[src/verilog/eim_pkg.sv]
package eim_pkg;
    localparam int          EIM_AW          = 4;
    localparam int          EIM_DW          = 8;
    localparam int          EIM_NSRC        = 4;

    // register offsets
    localparam logic [3:0]  EIM_OFF_EN      = 4'h0;
    localparam logic [3:0]  EIM_OFF_STAT    = 4'h1;
    localparam logic [3:0]  EIM_OFF_CLR     = 4'h2;
    localparam logic [3:0]  EIM_OFF_ACTV    = 4'h3;

    // bit positions inside every register
    localparam int          EIM_B_WINDOW    = 0;
    localparam int          EIM_B_CONV      = 1;
    localparam int          EIM_B_COUNTER   = 2;
    localparam int          EIM_B_CMPFALL   = 3;

    // reset values
    localparam logic [3:0]  EIM_EN_RST      = 4'h0;
    localparam logic [3:0]  EIM_PEND_RST    = 4'h0;
    localparam logic [7:0]  EIM_RDATA_RST   = 8'h00;

    typedef struct packed {
        logic [3:0] en;
        logic [3:0] pend;
        logic [7:0] rdata;
    } eim_state_s;
endpackage

[src/verilog/eim_irq_mask.sv]
// Contract
// - The comparator falling-edge enable bit (bit 3) blocks that request at 0 and passes it at 1.
// - The counter-array enable bit (bit 2) masks all counter-array requests at 0 and passes them at 1.
// - The conversion-complete enable bit (bit 1) passes conversion-done requests at 1 and suppresses them at 0.
// - The window-comparison enable bit (bit 0) suppresses that request at 0 and passes it at 1.
//
// Chosen here: strobed register access and the register addresses.
module eim_irq_mask
    import eim_pkg::*;
(
    input  wire logic                 ref_clk,
    input  wire logic                 nrst,
    input  wire logic [EIM_AW-1:0]    addr,
    input  wire logic [EIM_DW-1:0]    wdata,
    input  wire logic                 wr_stb,
    input  wire logic                 rd_stb,
    output logic      [EIM_DW-1:0]    rdata,
    input  wire logic                 cmp_fall_evt,
    input  wire logic                 counter_array_evt,
    input  wire logic                 conv_done_flag,
    input  wire logic                 window_cmp_evt,
    output logic                      cmp_fall_irq,
    output logic                      counter_array_irq,
    output logic                      conv_done_irq,
    output logic                      window_cmp_irq,
    output logic                      irq
);

    eim_state_s          st_r;
    eim_state_s          st_nxt;
    logic [EIM_NSRC-1:0] evt;
    logic [EIM_NSRC-1:0] gated;

    function automatic logic hit(input logic [EIM_AW-1:0] a, input logic [3:0] off);
        hit = (a == EIM_AW'(off));
    endfunction

    assign evt[EIM_B_CMPFALL] = cmp_fall_evt;
    assign evt[EIM_B_COUNTER] = counter_array_evt;
    assign evt[EIM_B_CONV]    = conv_done_flag;
    assign evt[EIM_B_WINDOW]  = window_cmp_evt;

    // each source path is a plain and of its pending flag and its enable bit
    genvar g;
    generate
        for (g = 0; g < EIM_NSRC; g++) begin : g_gate
            assign gated[g] = st_r.pend[g] & st_r.en[g];
        end
    endgenerate

    assign cmp_fall_irq      = gated[EIM_B_CMPFALL];
    assign counter_array_irq = gated[EIM_B_COUNTER];
    assign conv_done_irq     = gated[EIM_B_CONV];
    assign window_cmp_irq    = gated[EIM_B_WINDOW];
    assign irq               = |gated;
    assign rdata             = st_r.rdata;

    always_comb begin
        st_nxt       = st_r;
        st_nxt.rdata = EIM_RDATA_RST;
        if (wr_stb && hit(addr, EIM_OFF_EN)) begin
            st_nxt.en = wdata[EIM_NSRC-1:0];
        end
        // pending flags are untouched by enable writes; a new event wins over a clear
        if (wr_stb && hit(addr, EIM_OFF_CLR)) begin
            st_nxt.pend = st_r.pend & ~wdata[EIM_NSRC-1:0];
        end
        st_nxt.pend = st_nxt.pend | evt;
        if (rd_stb) begin
            if (hit(addr, EIM_OFF_EN)) begin
                st_nxt.rdata = {{(EIM_DW-EIM_NSRC){1'b0}}, st_r.en};
            end else if (hit(addr, EIM_OFF_STAT)) begin
                st_nxt.rdata = {{(EIM_DW-EIM_NSRC){1'b0}}, st_r.pend};
            end else if (hit(addr, EIM_OFF_ACTV)) begin
                st_nxt.rdata = {{(EIM_DW-EIM_NSRC){1'b0}}, gated};
            end else begin
                st_nxt.rdata = EIM_RDATA_RST;
            end
        end
    end

    always_ff @(posedge ref_clk) begin
        if (!nrst) begin
            st_r.en    <= EIM_EN_RST;
            st_r.pend  <= EIM_PEND_RST;
            st_r.rdata <= EIM_RDATA_RST;
        end else begin
            st_r <= st_nxt;
        end
    end
endmodule

[config.mk]
export PLATFORM = sky130hd
export DESIGN_NAME = eim_irq_mask
export DESIGN_NICKNAME = d
export VERILOG_FILES = /design/src/verilog/eim_pkg.sv /design/src/verilog/eim_irq_mask.sv
export SDC_FILE = /design/constraint.sdc
export NUM_CORES = 1
export LEC_CHECK = 0
export BUFFER_PORTS_ARGS = -buffer_cell sky130_fd_sc_hd__clkbuf_2
export CAP_MARGIN = 10
export CORE_MARGIN = 2
export CORE_UTILIZATION = 38
export CTS_CLUSTER_SIZE = 40
export DETAILED_ROUTE_END_ITERATION = 10
export PLACE_DENSITY = 0.77
export SLEW_MARGIN = 40
export SYNTH_ARGS = -nofsm -noshare
export SYNTH_HDL_FRONTEND = slang
export SYNTH_SLANG_ARGS = --single-unit
[constraint.sdc]
create_clock -name ref_clk -period 1.1 [get_ports ref_clk]
set_clock_uncertainty 0.1 [all_clocks]
set_input_delay 0.11 -clock ref_clk [delete_from_list [all_inputs] [get_ports ref_clk]]
set_output_delay 0.11 -clock ref_clk [all_outputs]
set_load 0.005 [all_outputs]
==> results.cfg <==
[detailed_routing]
drcViolationCount = 0
drt_iter0_markers = 13
final_antenna_net_count = 0
wire_per_inst_um = 12.9
dr_wl_met2_um = 845
avgViaCountPerCell = 4.98
wl_met1_um = 628
met3_length_um = 124
via_count = 632
highest_layer = met4
drt_wl_total_mm = 1.64
firstDrtPassIters = 4

[run_status]
violations = negative setup slack
status = finished, violations left

[critical_path]
r2r-start = st_r[8]$_SDFF_PN0_
crit_path_max_fanout = 2
r2r_end = rdata[0]$_SDFF_PN0_
worst-setup-path-type = flop to output port
crit_path_end_kind = output port
r2r.worst_path.cells = 3
arrival_ns = 1.37
critPathLaunch = st_r[10]$_SDFF_PN0_
critPathRequiredTime_ns = 0.89
rrSetupSlack_ns = 0.03
critPathLaunchType = flop

[global_route]
grt_use_total_pct = 18.7
grt_pass1_vias = 623
grt_max_degree = 8
antenna_found_initial = 0
grt_pass1_wl_mm = 2.67
grt.overflow.total = 0

[power_and_ir_drop]
pwr-share-clk_pct = 36.5
ir_drop_uv = 537
power.density_nw_per_um2 = 995
sequentialPowerShare_pct = 47.9
swShare_pct = 23.3
power.leakage_nw = 0.491
switchingPower_mw = 0.222
power.internal_mw = 0.733
power_mw = 0.955
power_frac_comb_pct = 15.6

[floorplanning]
design.portCount = 33
die_h_um = 44.3
rows = 14
die_w_um = 44.3
initial_core_util_pct = 40.9
core-area_um2 = 1510
fp.dieArea_um2 = 1960

[run]
drv_cap = 0

[cells_and_area]
nets = 132
final_area_um2 = 960
antenna_cells = 0
area_growth_pct = 55.6
final_util_pct = 63.7
stdcell_count = 127
drive_above_1_share_pct = 59.5

[cts]
cts_tree = built
path_clk_slew_ns = 0.07
htreeDepth = 1
numCtsBuffers = 3
root_buffer = clkbuf_4
clk_path_buf_depth = 2
insertion_delay_ns = 0.27
cts.sinks = 12

[placed_design]
portBuffers = 24
place_inst = 118
gp_congestion = 0.785
placed_cell_area_um2 = 835
dpl.hpwl_mm = 1.22

[sta]
worst_slack_ns = -0.483
setup_viol = 4
clock.fmax_mhz = 632
finalSetupTns_ns = -0.794
grt_setup_unrepaired = yes
min_period_ns = 1.58
drv_slew = 0
period_share_pct = 144
hold_viol_final = 0

[synth]
async_reset_ff_share_pct = 0
synth_most_common_cell = dfxtp_1
synthCells = 67
synth_commonest_cells = dfxtp_1 (12), nand2_1 (9), buf_4 (8)
synth-edff-count = 0
netlist_top_cells_area = dfxtp_1 (39%), buf_4 (9.7%), o221a_2 (7.3%)
netlist_area_um2 = 617
synth_top_area_share_pct = 38.9
synth_top_area_cell = dfxtp_1
synth_cell_types = 17
synth-warning-count = 0
ys.flop_type = dfxtp_1
ys_ff_latch = 12
ys_seq_area_share_pct = 38.9
syn_avg_cell_area_um2 = 9.21

[min_path]
min_path_type = input pin to flop
hold_end = st_r[9]$_SDFF_PN0_
min_from = conv_done_flag
min_path_cells = 3
-- layout make-up --
| cell class | count | area [µm²] |
|---|---|---|
| Multi-Input combinational cell | 48 | 327 |
| Clock buffer | 4 | 36.3 |
| Timing Repair Buffer | 47 | 327 |
| Fill cell | 123 | 547 |
| Tap cell | 16 | 20.0 |
| Sequential cell | 12 | 250 |
-- timing repair --
item                                    CTS  global route
resized for setup                        12             4
pin swaps                                 5             2
endpoints found under the setup margin    4             4
buffers inserted                          1             1
hold buffers                              4             0
endpoints found under the hold margin     4             0
-- power groups by stage --
stage	combinational [mW]	sequential, mW	clock [mW]
global placement	0.131	0.463	0
detailed placement	0.135	0.464	0
floorplan	0.0584	0.464	0
finish	0.149	0.458	0.348
global route	0.163	0.459	0.384
CTS	0.147	0.456	0.350
-- layer usage --
layer / vias up / track usage [%]
li1: 312 / -
met5: - / 0
met2: 28 / 32.4
met4: 0 / 9.09
met3: 8 / 4.90
met1: 284 / 21.2
-- cell families (layout without fill, tap and decap cells) --
kind of cell | after synthesis | count (layout) | share of synthesized area, %
other cells | 1 | 4 | 0.608
mux | 4 | 4 | 6.49
simple gates | 28 | 28 | 28.0
compound gates | 12 | 12 | 13.8
flops | 12 | 12 | 38.9
buf+inv | 10 | 51 | 12.2
-- state kept, by name, summed over array words and instances, names as in the netlist --
| signal | count |
|---|---|
| rdata | 4 |
| st_r | 8 |
-- how the worst max path moves through the flow --
stage,endpoint,cells past startpoint
after detailed placement,irq,3
after global placement,irq,3
final,irq,3
after floorplan,irq,2
after global routing,irq,3
after CTS,irq,3
-- stage by stage --
stage,setup WS (ns),hold WS (ns)
floorplan,-0.0740,0.152
global placement,-0.176,0.260
detailed placement,-0.188,0.264
CTS,-0.486,0.0193
global route,-0.523,0.0361
finish,-0.483,0.0260
-- critical path: stages, from the launching register on --
cell,delay (ns)
dfxtp_2,0.32
and2_4,0.15
or4_4,0.51
clkbuf_2,0.12
-- layout by cell type (no fill, tap or decap), drive strengths merged, types with 2 or more instances in the layout --
master	instances
o221a	4
o21ai	4
nand2	9
a21oi	4
mux2i	4
and3	4
and2	6
buf	21
dlygate4sd3	4
dfxtp	12
nor3b	4
nor2	2
conb	4
clkbuf	26
No activity file was read; power rests on OpenSTA's default activity.
